`config.mk`:
```
export PLATFORM = sky130hd
export DESIGN_NAME = lssc_regs
export DESIGN_NICKNAME = d
export VERILOG_FILES = /design/src/core/lssc_sync.v /design/src/core/lssc_regs.v
export VERILOG_INCLUDE_DIRS = /design/src /design/src/core
export SDC_FILE = /design/constraint.sdc
export NUM_CORES = 1
export LEC_CHECK = 0
export BUFFER_PORTS_ARGS = -buffer_cell sky130_fd_sc_hd__buf_2
export CORE_UTILIZATION = 41
export CTS_CLUSTER_DIAMETER = 150
export DETAILED_ROUTE_END_ITERATION = 12
export PLACE_DENSITY = 0.71
export SLEW_MARGIN = 20
export SYNTH_ARGS = -nofsm -noshare
export SYNTH_HDL_FRONTEND = slang
export SYNTH_SLANG_ARGS = --single-unit
```
`constraint.sdc`:
```
create_clock -name clk -period 1.5 [get_ports clk]
set_input_delay 0.075 -clock clk [delete_from_list [all_inputs] [get_ports clk]]
set_output_delay 0.075 -clock clk [all_outputs]
set_load 0.03 [all_outputs]
```
`src/core/lssc_defines.vh`:
```
// Offsets, field positions, reset values and timing counts for link status / slot capabilities
`ifndef LSSC_DEFINES_VH
`define LSSC_DEFINES_VH

`define LSSC_ADDR_W 8
`define LSSC_OFF_LINK_STATUS 8'hD0
`define LSSC_OFF_SLOT_CAP 8'hD4
// Own register: override of the slot clock default, with override flag
`define LSSC_OFF_CFG_LOAD 8'hE0
// Own register: message counter and port role
`define LSSC_OFF_MSG_STAT 8'hE4

// Link status fields (bit positions in the 32-bit word)
`define LSSC_LS_SPEED_LSB 16
`define LSSC_LS_WIDTH_LSB 20
`define LSSC_LS_TERR_BIT 26
`define LSSC_LS_TRAIN_BIT 27
`define LSSC_LS_SCLK_BIT 28
`define LSSC_LS_DLACT_BIT 29

// Slot capability fields
`define LSSC_SC_ABP_BIT 0
`define LSSC_SC_PCP_BIT 1
`define LSSC_SC_AIP_BIT 3
`define LSSC_SC_PIP_BIT 4
`define LSSC_SC_HPS_BIT 5
`define LSSC_SC_HPC_BIT 6
`define LSSC_SC_SPLV_LSB 7
`define LSSC_SC_SPLS_LSB 15
`define LSSC_SC_PSN_LSB 19

// Reset values and the two supported link speed codes
`define LSSC_RST_SPEED 4'h2
`define LSSC_SPEED_2G5 4'h1
`define LSSC_SPEED_5G0 4'h2
`define LSSC_RST_WIDTH 6'h01
`define LSSC_RST_SPLV 8'h00
`define LSSC_RST_SPLS 2'h0
`define LSSC_RST_PSN 13'h0000
`define LSSC_RST_CAPS 6'h00

// Cycles the power limit message request is held for the transmitter
`define LSSC_MSG_PULSE 2'h1

`endif

```
`src/core/lssc_sync.v`:
```
// Two-flop synchroniser for one asynchronous level
`timescale 1ns/10ps
`default_nettype none

module lssc_sync
(
   input wire clk,
   input wire rst,
   input wire d_in,
   output wire q_out
);

   reg meta_ff;
   reg sync_ff;

   // First stage feeds only the second stage
   always @(posedge clk)
   begin
      if (rst)
      begin
         meta_ff <= 1'b0;
         sync_ff <= 1'b0;
      end
      else
      begin
         meta_ff <= d_in;
         sync_ff <= meta_ff;
      end
   end

   assign q_out = sync_ff;

endmodule // lssc_sync

`default_nettype wire

```
`src/core/lssc_regs.v`:
```
// Link status and slot capabilities register bank for one switch port
// Function
// - Link speed read-only 4-bit field, 0001b 2.5G, 0010b 5.0G, reset 0010b.
// - Negotiated width read-only 6-bit field, 0001b means x1, reset 0001b.
// - Training error flag set when link training fails, reset zero.
// - Training error flag cleared by hardware on successful training to L0.
// - Training-in-progress flag high while training runs, cleared when done.
// - Slot clock bit: zero independent clock, one platform reference clock.
// - Slot clock bit loaded from strap on the third edge after reset release, overridable by side-band load.
// - Data-link-active bit is one in DL_Active, zero otherwise, reset zero.
// - Slot capabilities register exists only on downstream ports.
// - Attention button present bit, read-only, reset zero.
// - Power controller present bit, read-only, reset zero.
// - Attention indicator present bit, read-only, reset zero.
// - Power indicator present bit, read-only, reset zero.
// - Hot-plug surprise bit, read-only, reset zero.
// - Hot-plug capable bit, read-only, reset zero.
// - Writable 8-bit slot power limit value, reset 00h; write sends message.
// - Writable 2-bit power limit scale, reset 00b; write sends message.
// - Physical slot number read-only 13-bit field, reset 0000h.
// - Capability defaults replaceable by side-band load after reset.
`timescale 1ns/10ps
`default_nettype none
`include "lssc_defines.vh"

module lssc_regs
(
   input wire clk,
   input wire rst,
   // Register port
   input wire [7:0] reg_addr,
   input wire [31:0] reg_wdata,
   input wire reg_wr,
   input wire reg_rd,
   output reg [31:0] reg_rdata,
   // Port role, static strap
   input wire downstream_port,
   // Link layer status, same clock domain
   input wire [3:0] link_speed_in,
   input wire [5:0] link_width_in,
   input wire train_active_in,
   input wire train_fail_in,
   input wire link_l0_in,
   input wire dl_active_in,
   // Slot clock strap pin, asynchronous
   input wire slot_clock_strap,
   // Side-band default load (SMBus or EEPROM engine), same clock
   input wire sb_load,
   input wire [31:0] sb_slot_cap,
   input wire sb_clk_cfg,
   input wire sb_clk_load,
   // Power limit message request to the transmitter
   output reg spl_msg_req,
   output reg [7:0] spl_msg_value,
   output reg [1:0] spl_msg_scale
);

   // Decode helper, used for several registers
   function hit;
      input [7:0] a;
      input [7:0] off;
      begin
         hit = (a == off);
      end
   endfunction

   // Synchronised strap
   wire strap_sync;

   lssc_sync u_strap_sync
   (
      .clk(clk),
      .rst(rst),
      .d_in(slot_clock_strap),
      .q_out(strap_sync)
   );

   // Link status fields, read at D0h
   reg [3:0] speed_ff;
   reg [5:0] width_ff;
   reg terr_ff;
   reg train_ff;
   reg sclk_ff;
   reg dlact_ff;

   // Strap capture and override tracking
   reg strap_taken_ff;
   reg sclk_override_ff;

   // Slot capability fields, read at D4h
   reg [5:0] caps_ff;
   reg [7:0] splv_ff;
   reg [1:0] spls_ff;
   reg [12:0] psn_ff;

   // Message count and strap settle delay
   reg [7:0] msg_cnt_ff;
   reg [1:0] strap_wait_ff;

   // Next values from the combinational processes
   reg [3:0] nxt_speed;
   reg [5:0] nxt_width;
   reg nxt_terr;
   reg nxt_train;
   reg nxt_dlact;
   reg [31:0] nxt_rdata;

   // Address decode, one wire per mapped register
   wire hit_ls;
   wire hit_sc;
   wire hit_cfg;
   wire hit_stat;

   assign hit_ls = hit(reg_addr, `LSSC_OFF_LINK_STATUS);
   assign hit_sc = hit(reg_addr, `LSSC_OFF_SLOT_CAP);
   assign hit_cfg = hit(reg_addr, `LSSC_OFF_CFG_LOAD);
   assign hit_stat = hit(reg_addr, `LSSC_OFF_MSG_STAT);

   // Decoded write strobes
   wire wr_cap;
   wire wr_cfg;
   wire msg_fire;

   // Capability writes only land on downstream ports
   assign wr_cap = reg_wr & hit_sc & downstream_port;
   assign wr_cfg = reg_wr & hit_cfg;
   // Side-band load wins over a same-cycle write, so it also blocks the message
   assign msg_fire = wr_cap & ~sb_load;

   // Training settled in L0: latch point for speed and width, clear point for the error
   wire train_done;
   wire strap_ready;

   assign train_done = link_l0_in & ~train_active_in;
   // Synchroniser output is trustworthy only from the third edge after release
   assign strap_ready = (strap_wait_ff == 2'h2);

   // Link status next-state logic
   always @*
   begin
      nxt_speed = speed_ff;
      nxt_width = width_ff;
      nxt_train = train_active_in;
      nxt_dlact = dl_active_in;
      nxt_terr = terr_ff;
      // Speed and width only latch after training settles, so the
      // register never shows a half-negotiated value
      if (train_done)
      begin
         if (link_speed_in == `LSSC_SPEED_2G5 || link_speed_in == `LSSC_SPEED_5G0)
         begin
            nxt_speed = link_speed_in;
         end
         nxt_width = link_width_in;
      end
      // Failure wins over success in the same cycle so an error is not lost
      if (train_done)
      begin
         nxt_terr = 1'b0;
      end
      if (train_fail_in)
      begin
         nxt_terr = 1'b1;
      end
   end

   // Link status registers
   // Training and link-active bits are plain mirrors, one cycle behind the link layer
   always @(posedge clk)
   begin
      if (rst)
      begin
         speed_ff <= `LSSC_RST_SPEED;
         width_ff <= `LSSC_RST_WIDTH;
         terr_ff <= 1'b0;
         train_ff <= 1'b0;
         dlact_ff <= 1'b0;
      end
      else
      begin
         speed_ff <= nxt_speed;
         width_ff <= nxt_width;
         terr_ff <= nxt_terr;
         train_ff <= nxt_train;
         dlact_ff <= nxt_dlact;
      end
   end

   // Strap capture: the synchroniser needs two edges after release
   // before it reflects the pin, so capture on the third
   always @(posedge clk)
   begin
      if (rst)
      begin
         strap_wait_ff <= 2'h0;
         strap_taken_ff <= 1'b0;
         sclk_ff <= 1'b0;
         sclk_override_ff <= 1'b0;
      end
      else
      begin
         if (!strap_ready)
         begin
            strap_wait_ff <= strap_wait_ff + 2'h1;
         end
         // Side-band load beats a same-cycle E0h write; either cancels the strap capture
         if (sb_clk_load)
         begin
            sclk_ff <= sb_clk_cfg;
            sclk_override_ff <= 1'b1;
            strap_taken_ff <= 1'b1;
         end
         else if (wr_cfg)
         begin
            sclk_ff <= reg_wdata[`LSSC_LS_SCLK_BIT];
            sclk_override_ff <= 1'b1;
            strap_taken_ff <= 1'b1;
         end
         else if (!strap_taken_ff && strap_ready)
         begin
            sclk_ff <= strap_sync;
            strap_taken_ff <= 1'b1;
         end
      end
   end

   // Slot capability fields and side-band default loading
   always @(posedge clk)
   begin
      if (rst)
      begin
         caps_ff <= `LSSC_RST_CAPS;
         splv_ff <= `LSSC_RST_SPLV;
         spls_ff <= `LSSC_RST_SPLS;
         psn_ff <= `LSSC_RST_PSN;
      end
      else if (sb_load)
      begin
         // Side-band load replaces defaults; reserved bits are dropped
         caps_ff <= {sb_slot_cap[`LSSC_SC_HPC_BIT], sb_slot_cap[`LSSC_SC_HPS_BIT],
            sb_slot_cap[`LSSC_SC_PIP_BIT], sb_slot_cap[`LSSC_SC_AIP_BIT],
            sb_slot_cap[`LSSC_SC_PCP_BIT], sb_slot_cap[`LSSC_SC_ABP_BIT]};
         splv_ff <= sb_slot_cap[`LSSC_SC_SPLV_LSB +: 8];
         spls_ff <= sb_slot_cap[`LSSC_SC_SPLS_LSB +: 2];
         psn_ff <= sb_slot_cap[`LSSC_SC_PSN_LSB +: 13];
      end
      else if (wr_cap)
      begin
         // Only value and scale are writable; all else ignores the write
         splv_ff <= reg_wdata[`LSSC_SC_SPLV_LSB +: 8];
         spls_ff <= reg_wdata[`LSSC_SC_SPLS_LSB +: 2];
      end
   end

   // Power limit message: one-cycle request carrying the written values.
   // A side-band load is a default change, not a software write, so no message.
   always @(posedge clk)
   begin
      if (rst)
      begin
         spl_msg_req <= 1'b0;
         spl_msg_value <= `LSSC_RST_SPLV;
         spl_msg_scale <= `LSSC_RST_SPLS;
      end
      else
      begin
         spl_msg_req <= msg_fire;
         if (msg_fire)
         begin
            spl_msg_value <= reg_wdata[`LSSC_SC_SPLV_LSB +: 8];
            spl_msg_scale <= reg_wdata[`LSSC_SC_SPLS_LSB +: 2];
         end
      end
   end

   // Message counter for software; wraps silently, so it only shows activity
   always @(posedge clk)
   begin
      if (rst)
      begin
         msg_cnt_ff <= 8'h00;
      end
      else if (msg_fire)
      begin
         msg_cnt_ff <= msg_cnt_ff + 8'h01;
      end
   end

   // Read mux; unmapped addresses and reserved bits return zero
   always @*
   begin
      nxt_rdata = 32'h00000000;
      if (hit_ls)
      begin
         nxt_rdata[`LSSC_LS_SPEED_LSB +: 4] = speed_ff;
         nxt_rdata[`LSSC_LS_WIDTH_LSB +: 6] = width_ff;
         nxt_rdata[`LSSC_LS_TERR_BIT] = terr_ff;
         nxt_rdata[`LSSC_LS_TRAIN_BIT] = train_ff;
         nxt_rdata[`LSSC_LS_SCLK_BIT] = sclk_ff;
         nxt_rdata[`LSSC_LS_DLACT_BIT] = dlact_ff;
      end
      else if (hit_sc && downstream_port)
      begin
         nxt_rdata[`LSSC_SC_ABP_BIT] = caps_ff[0];
         nxt_rdata[`LSSC_SC_PCP_BIT] = caps_ff[1];
         nxt_rdata[`LSSC_SC_AIP_BIT] = caps_ff[2];
         nxt_rdata[`LSSC_SC_PIP_BIT] = caps_ff[3];
         nxt_rdata[`LSSC_SC_HPS_BIT] = caps_ff[4];
         nxt_rdata[`LSSC_SC_HPC_BIT] = caps_ff[5];
         nxt_rdata[`LSSC_SC_SPLV_LSB +: 8] = splv_ff;
         nxt_rdata[`LSSC_SC_SPLS_LSB +: 2] = spls_ff;
         nxt_rdata[`LSSC_SC_PSN_LSB +: 13] = psn_ff;
      end
      // Own registers: override status and message count
      else if (hit_cfg)
      begin
         nxt_rdata[`LSSC_LS_SCLK_BIT] = sclk_ff;
         nxt_rdata[0] = sclk_override_ff;
      end
      else if (hit_stat)
      begin
         nxt_rdata[7:0] = msg_cnt_ff;
         nxt_rdata[8] = downstream_port;
      end
   end

   // Read data valid only the cycle after the strobe
   // Zero between reads so a stale word never looks like a fresh answer
   always @(posedge clk)
   begin
      if (rst)
      begin
         reg_rdata <= 32'h00000000;
      end
      else if (reg_rd)
      begin
         reg_rdata <= nxt_rdata;
      end
      else
      begin
         reg_rdata <= 32'h00000000;
      end
   end

endmodule // lssc_regs

`default_nettype wire

```
# Word level (Yosys, flattened, before mapping)
# Index checks and enable logic that the tools add are counted.
# word_totals
register_bits,100
inputBits,95
output_inout_bits,43
elab_cells,84
# op_classes
add_sub_neg,2
eq_ne,7
n_mux,26
n_bitwise,11
reduce_logical,14
# ops
cell,n
== test 8 bit (second input constant),4
2-to-1 mux 8 bit,4
2-to-1 mux 9 bit,2
2-to-1 mux 1 bit,15
2-to-1 mux 11 bit,1
adder 8 x 1 -> 8 bit (second input constant),1
2-to-1 mux 2 bit,3
2-to-1 mux 6 bit,1
inverter 1 bit,6
nonzero test 2 bit,3
OR reduction 3 bit,2
OR reduction 6 bit,1
bitwise AND 1 bit,5
== test 4 x 1 -> 1 bit (second input constant),1
== test 4 x 2 -> 1 bit (second input constant),1
OR reduction 4 bit,1
nonzero test 3 bit,1
adder 2 x 1 -> 2 bit (second input constant),1
== test 2 bit (second input constant),1
logical AND 1 bit,2
AND reduction 2 bit,1
OR reduction 2 bit,1
zero test 1 bit,1
logical OR 1 bit,1

# Logic depth before layout (Yosys ltp)
# logic_depth
word_depth,5
mapped_depth,6
mapped_depth_nobuf,6

# Hierarchy
# A second synthesis with hierarchy kept.
# hier_totals
cells_unflattened,381
area_unflattened_um2,3782.4
# modules_own_cells
module,instances,cells_per_inst,area_each_um2,seq_area_each_um2
lssc_regs,1,377,3729.8,1961.9
lssc_sync,1,4,52.6,40.0

# Least setup slack after synthesis
# OpenSTA, ideal clock, no wires.
# synth_timing
path_kind,input -> register
startpoint,input port reg_addr[3]
endpoint,register reg_rdata[19]
setup_time_ns,0.060
arrival_ns,1.387
t_required_ns,1.440
path_slack_ns,0.053
path_stages,4
n_path_buf,1
cell_sequence,or4b_4 nor4_4 buf_6 a22o_1
# synth_between
elab_chain_len,4
elab_cells_between_ends,5
cone_classes,eq/ne (2); mux (2); reduce/logical (1)
# synth_rtl
item,line_no,rtl
from (decl),lssc_regs.v:31,"input wire [7:0] reg_addr,"
== test 8 bit,lssc_regs.v:63,hit = (a == off);
logical AND 1 bit,lssc_regs.v:302,else if (hit_sc && downstream_port)
2-to-1 mux 9 bit,lssc_regs.v:302,
2-to-1 mux 11 bit (*),lssc_regs.v:293,if (hit_ls)
to (signal assigned),lssc_regs.v:337,reg_rdata <= nxt_rdata;
to (decl),lssc_regs.v:35,"output reg [31:0] reg_rdata,"
# Every way passes the cells marked *; elsewhere a longest branch is shown, timed or not.
# A chain may end at the register's enable or synchronous reset.

# Final worst setup path
# layout_timing
startpoint,register strap_wait_ff[0]
endpoint,register sclk_ff
# layout_between
elab_chain_len,3
# layout_rtl
item,line_no,rtl
from (decl),lssc_regs.v:98,reg [1:0] strap_wait_ff;
from (signal assigned),lssc_regs.v:204,strap_wait_ff <= strap_wait_ff + 2'h1;
== test 2 bit,lssc_regs.v:136,assign strap_ready = (strap_wait_ff == 2'h2);
logical AND 1 bit,lssc_regs.v:219,else if (!strap_taken_ff && strap_ready)
nonzero test 3 bit (no source line),-,
to (signal assigned),lssc_regs.v:209,sclk_ff <= sb_clk_cfg;
to (signal assigned),lssc_regs.v:215,sclk_ff <= reg_wdata[`LSSC_LS_SCLK_BIT];
to (signal assigned),lssc_regs.v:221,sclk_ff <= strap_sync;
to (decl),lssc_regs.v:83,reg sclk_ff;
# Every way passes these cells.

==> results.py <==
metrics = {
    "status": {
        "outcome": "finished clean",
    },
    "grt": {
        "grtUsageTotal_pct": 21.0,
        "grt_pass1_vias": 3411,
        "grt_first_pass_wirelength_um": 15900,
        "antenna_found_initial": 0,
        "gr-total-overflow": 0,
        "grt_max_degree": 69,
    },
    "synthesis": {
        "synth_area_leaders": "dfxtp_1, mux2i_1, a22o_1, a21oi_1, nor3_1",
        "yosysSeqAreaShare_pct": 53.5,
        "synth.most_common_cell": "dfxtp_1",
        "syn_area_mm2": 0.00374,
        "yosysWarnings": 0,
        "synth_fa_ha_area_share_pct": 0.668,
        "synth-simple-area-share_pct": 20.0,
        "synth_ff_type": "dfxtp_1",
        "synth_xor_area_share_pct": 0.702,
        "netlist_instances": 379,
        "synth_top_cell_by_area": "dfxtp_1",
        "ys_ff_latch": 100,
        "synth_enable_flop_cells": 0,
        "synthMuxAreaShare_pct": 5.08,
        "synth_top_family_by_area": "simple AND/OR/NAND/NOR gates",
        "synth-compound-area-share_pct": 15.7,
        "synth_nets": 476,
        "ys_types": 41,
        "async_reset_ff_share_pct": 0,
        "avgSynthCellArea_um2": 9.88,
        "synth_top_area_share_pct": 53.5,
        "netlist_top_cells_count": "dfxtp_1, a21oi_1, nor2_1",
    },
    "worst_setup_path": {
        "slowest_stage": "dfxtp_1",
        "start_kind": "register",
        "cp-end-kind": "register",
        "cp_data_required_time_ps": 1760,
        "path_cells": "inv_1, ha_1, nor2b_1, a311oi_2, nand3b_1, o41ai_1",
        "reg2reg_depth": 6,
        "cp.arrival_ps": 1710,
        "criticalPathCategory": "reg2reg",
        "path_max_fanout": 4,
        "slowest_delay_ps": 360,
    },
    "min_path": {
        "hp-class": "in2reg",
        "hold_depth": 2,
    },
    "timing": {
        "setup_violations": 0,
        "min_period_ps": 1450,
        "tightest_slew_ps": 566,
        "finalClockSkew_ps": 11.3,
        "final.setup.tns_ps": 0,
        "fmax_mhz": 691,
        "hold_viol": 0,
        "relSlewSlack_pct": 61.7,
        "fin_crit_sh_pct": 96.5,
        "maxSlewViolCount": 0,
    },
    "power_and_ir_drop": {
        "total_power_uw": 5020,
        "p_leak_uw": 0.00232,
        "worst_ir_drop_vdd_mv": 0.477,
        "power_density_mw_per_mm2": 956,
    },
    "cts": {
        "clk_pin_slew_ps": 110,
        "clockBufferDepth": 2,
        "cts_root_buf": "clkbuf_8",
        "cts_tree": "done",
        "htreeDepth": 3,
        "cts_made_buffers": 9,
        "clock_sinks": 100,
        "clk_latency_ps": 370,
    },
    "routing": {
        "vias": 3392,
        "m1WireLength_um": 4220,
        "drc": 0,
        "drtIter0Drc": 151,
        "ant_nets": 0,
        "dr.pass1.iters": 5,
        "met3WireLength_um": 530,
        "routed_wl_um": 9710,
        "top_layer": "met4",
        "dr_wl_met2_um": 4770,
        "wl_per_cell_um": 14.6,
        "vias_per_cell": 5.09,
    },
    "floorplanning": {
        "io_pins": 138,
        "fp.dieW_um": 97.6,
        "dieArea_mm2": 0.00952,
        "initial_core_util_pct": 42.7,
        "die_h_um": 97.6,
        "rows": 34,
        "core_mm2": 0.00876,
    },
    "finish": {
        "nNetsFinal": 650,
        "area_growth_pct": 40.2,
        "drive_gt1_share_pct": 29.0,
        "n_antenna_cell": 0,
    },
    "run": {
        "maxCapViolCount": 0,
    },
    "placed_design": {
        "dp_hpwl_um": 6310,
        "port-buffer-count": 113,
        "gp_congestion": 0.804,
    },
}
==> cell families after synthesis <==
| logic type | count (synthesis) |
|---|---|
| simple gates | 130 |
| flops | 100 |
| compound gates | 87 |
| buf+inv | 38 |
| mux | 19 |
| xor+xnor | 3 |
| fa+ha+maj | 2 |
==> flip-flops by register name, summed over array words and instances (netlist names), 4 cells and up <==
register,cells
msg_cnt_ff,8
psn_ff,13
reg_rdata,32
splv_ff,8
spl_msg_value,8
caps_ff,6
width_ff,6
speed_ff,4
==> metrics by stage <==
step	cell area, um2	setup slack, ps	instances	util (%)	hold slack [ps]
2_1_floorplan	3740	52.8	379	-	167
3_3_place_gp	4520	-149	599	51.6	290
3_5_place_dp	4520	-260	599	51.6	297
4_1_cts	5210	0.952	665	59.5	3.37
5_1_grt	5250	-21.9	666	59.9	14.5
6_report	5250	52.9	666	59.9	22.6
==> worst paths after layout <==
| check | startpoint | to | slack (ps) |
|---|---|---|---|
| max | strap_wait_ff[0] | sclk_ff | 50 |
| min | train_active_in | train_ff | 20 |
| max reg2reg | strap_wait_ff[0] | sclk_ff | 50 |
| min reg2reg | u_strap_sync.meta_ff | u_strap_sync.q_out | 450 |
==> layer usage <==
layer	vias up	GRT usage, %
met5	-	0
li1	1718	-
met1	1564	24.8
met4	0	9.28
met3	14	5.25
met2	96	35.8
==> power breakdown <==
| group | total [uW] | switching [uW] | internal (uW) |
|---|---|---|---|
| Clock | 1660 | 1010 | 650 |
| Combinational | 558 | 256 | 302 |
| Sequential | 2810 | 53.0 | 2750 |
==> cell usage in the layout, fill, tap and decap left out, types with 4 or more instances in the layout <==
| master | netlist | routed |
|---|---|---|
| nand3b_1 | 14 | 14 |
| dlygate4sd3_1 | 0 | 50 |
| buf_2 | 4 | 113 |
| a22o_1 | 19 | 19 |
| inv_1 | 14 | 14 |
| dfxtp_1 | 100 | 98 |
| and2_1 | 14 | 14 |
| nand2b_1 | 4 | 4 |
| a2111oi_0 | 10 | 6 |
| mux2i_1 | 19 | 19 |
| nand2_1 | 17 | 17 |
| nor3_1 | 24 | 24 |
| nor2b_1 | 9 | 9 |
| o31ai_1 | 5 | 5 |
| nor2_1 | 25 | 25 |
| a21oi_1 | 31 | 31 |
| o21ai_0 | 14 | 14 |
| clkbuf_8 | 0 | 9 |
| buf_4 | 0 | 22 |
| or4_1 | 5 | 5 |
==> final cells by class <==
cell class	count	area (um2)
Fill cell	768	3510
Sequential cell	100	2010
Multi-Input combinational cell	241	1600
Timing Repair Buffer	187	1260
Tap cell	108	135
Clock buffer	9	124
Clock inverter	7	67.6
Inverter	14	52.6
==> timing repair <==
item                                    4_1_cts  5_1_grt
buffers inserted                              0        1
pin swaps                                     0        1
hold buffers                                 50        0
endpoints found under the setup margin        1        9
gates cloned                                  0        0
endpoints found under the hold margin        50        0
gates resized for setup                       1       10
==> worst max-delay path: cells and delay by family, from the launching register on <==
kind / cells / cell delay (ps)
compound gates: 2 / 400
flops: 1 / 360
simple gates: 2 / 280
fa+ha+maj: 1 / 240
buf+inv: 1 / 50
Power figures use the tool's default switching activity.
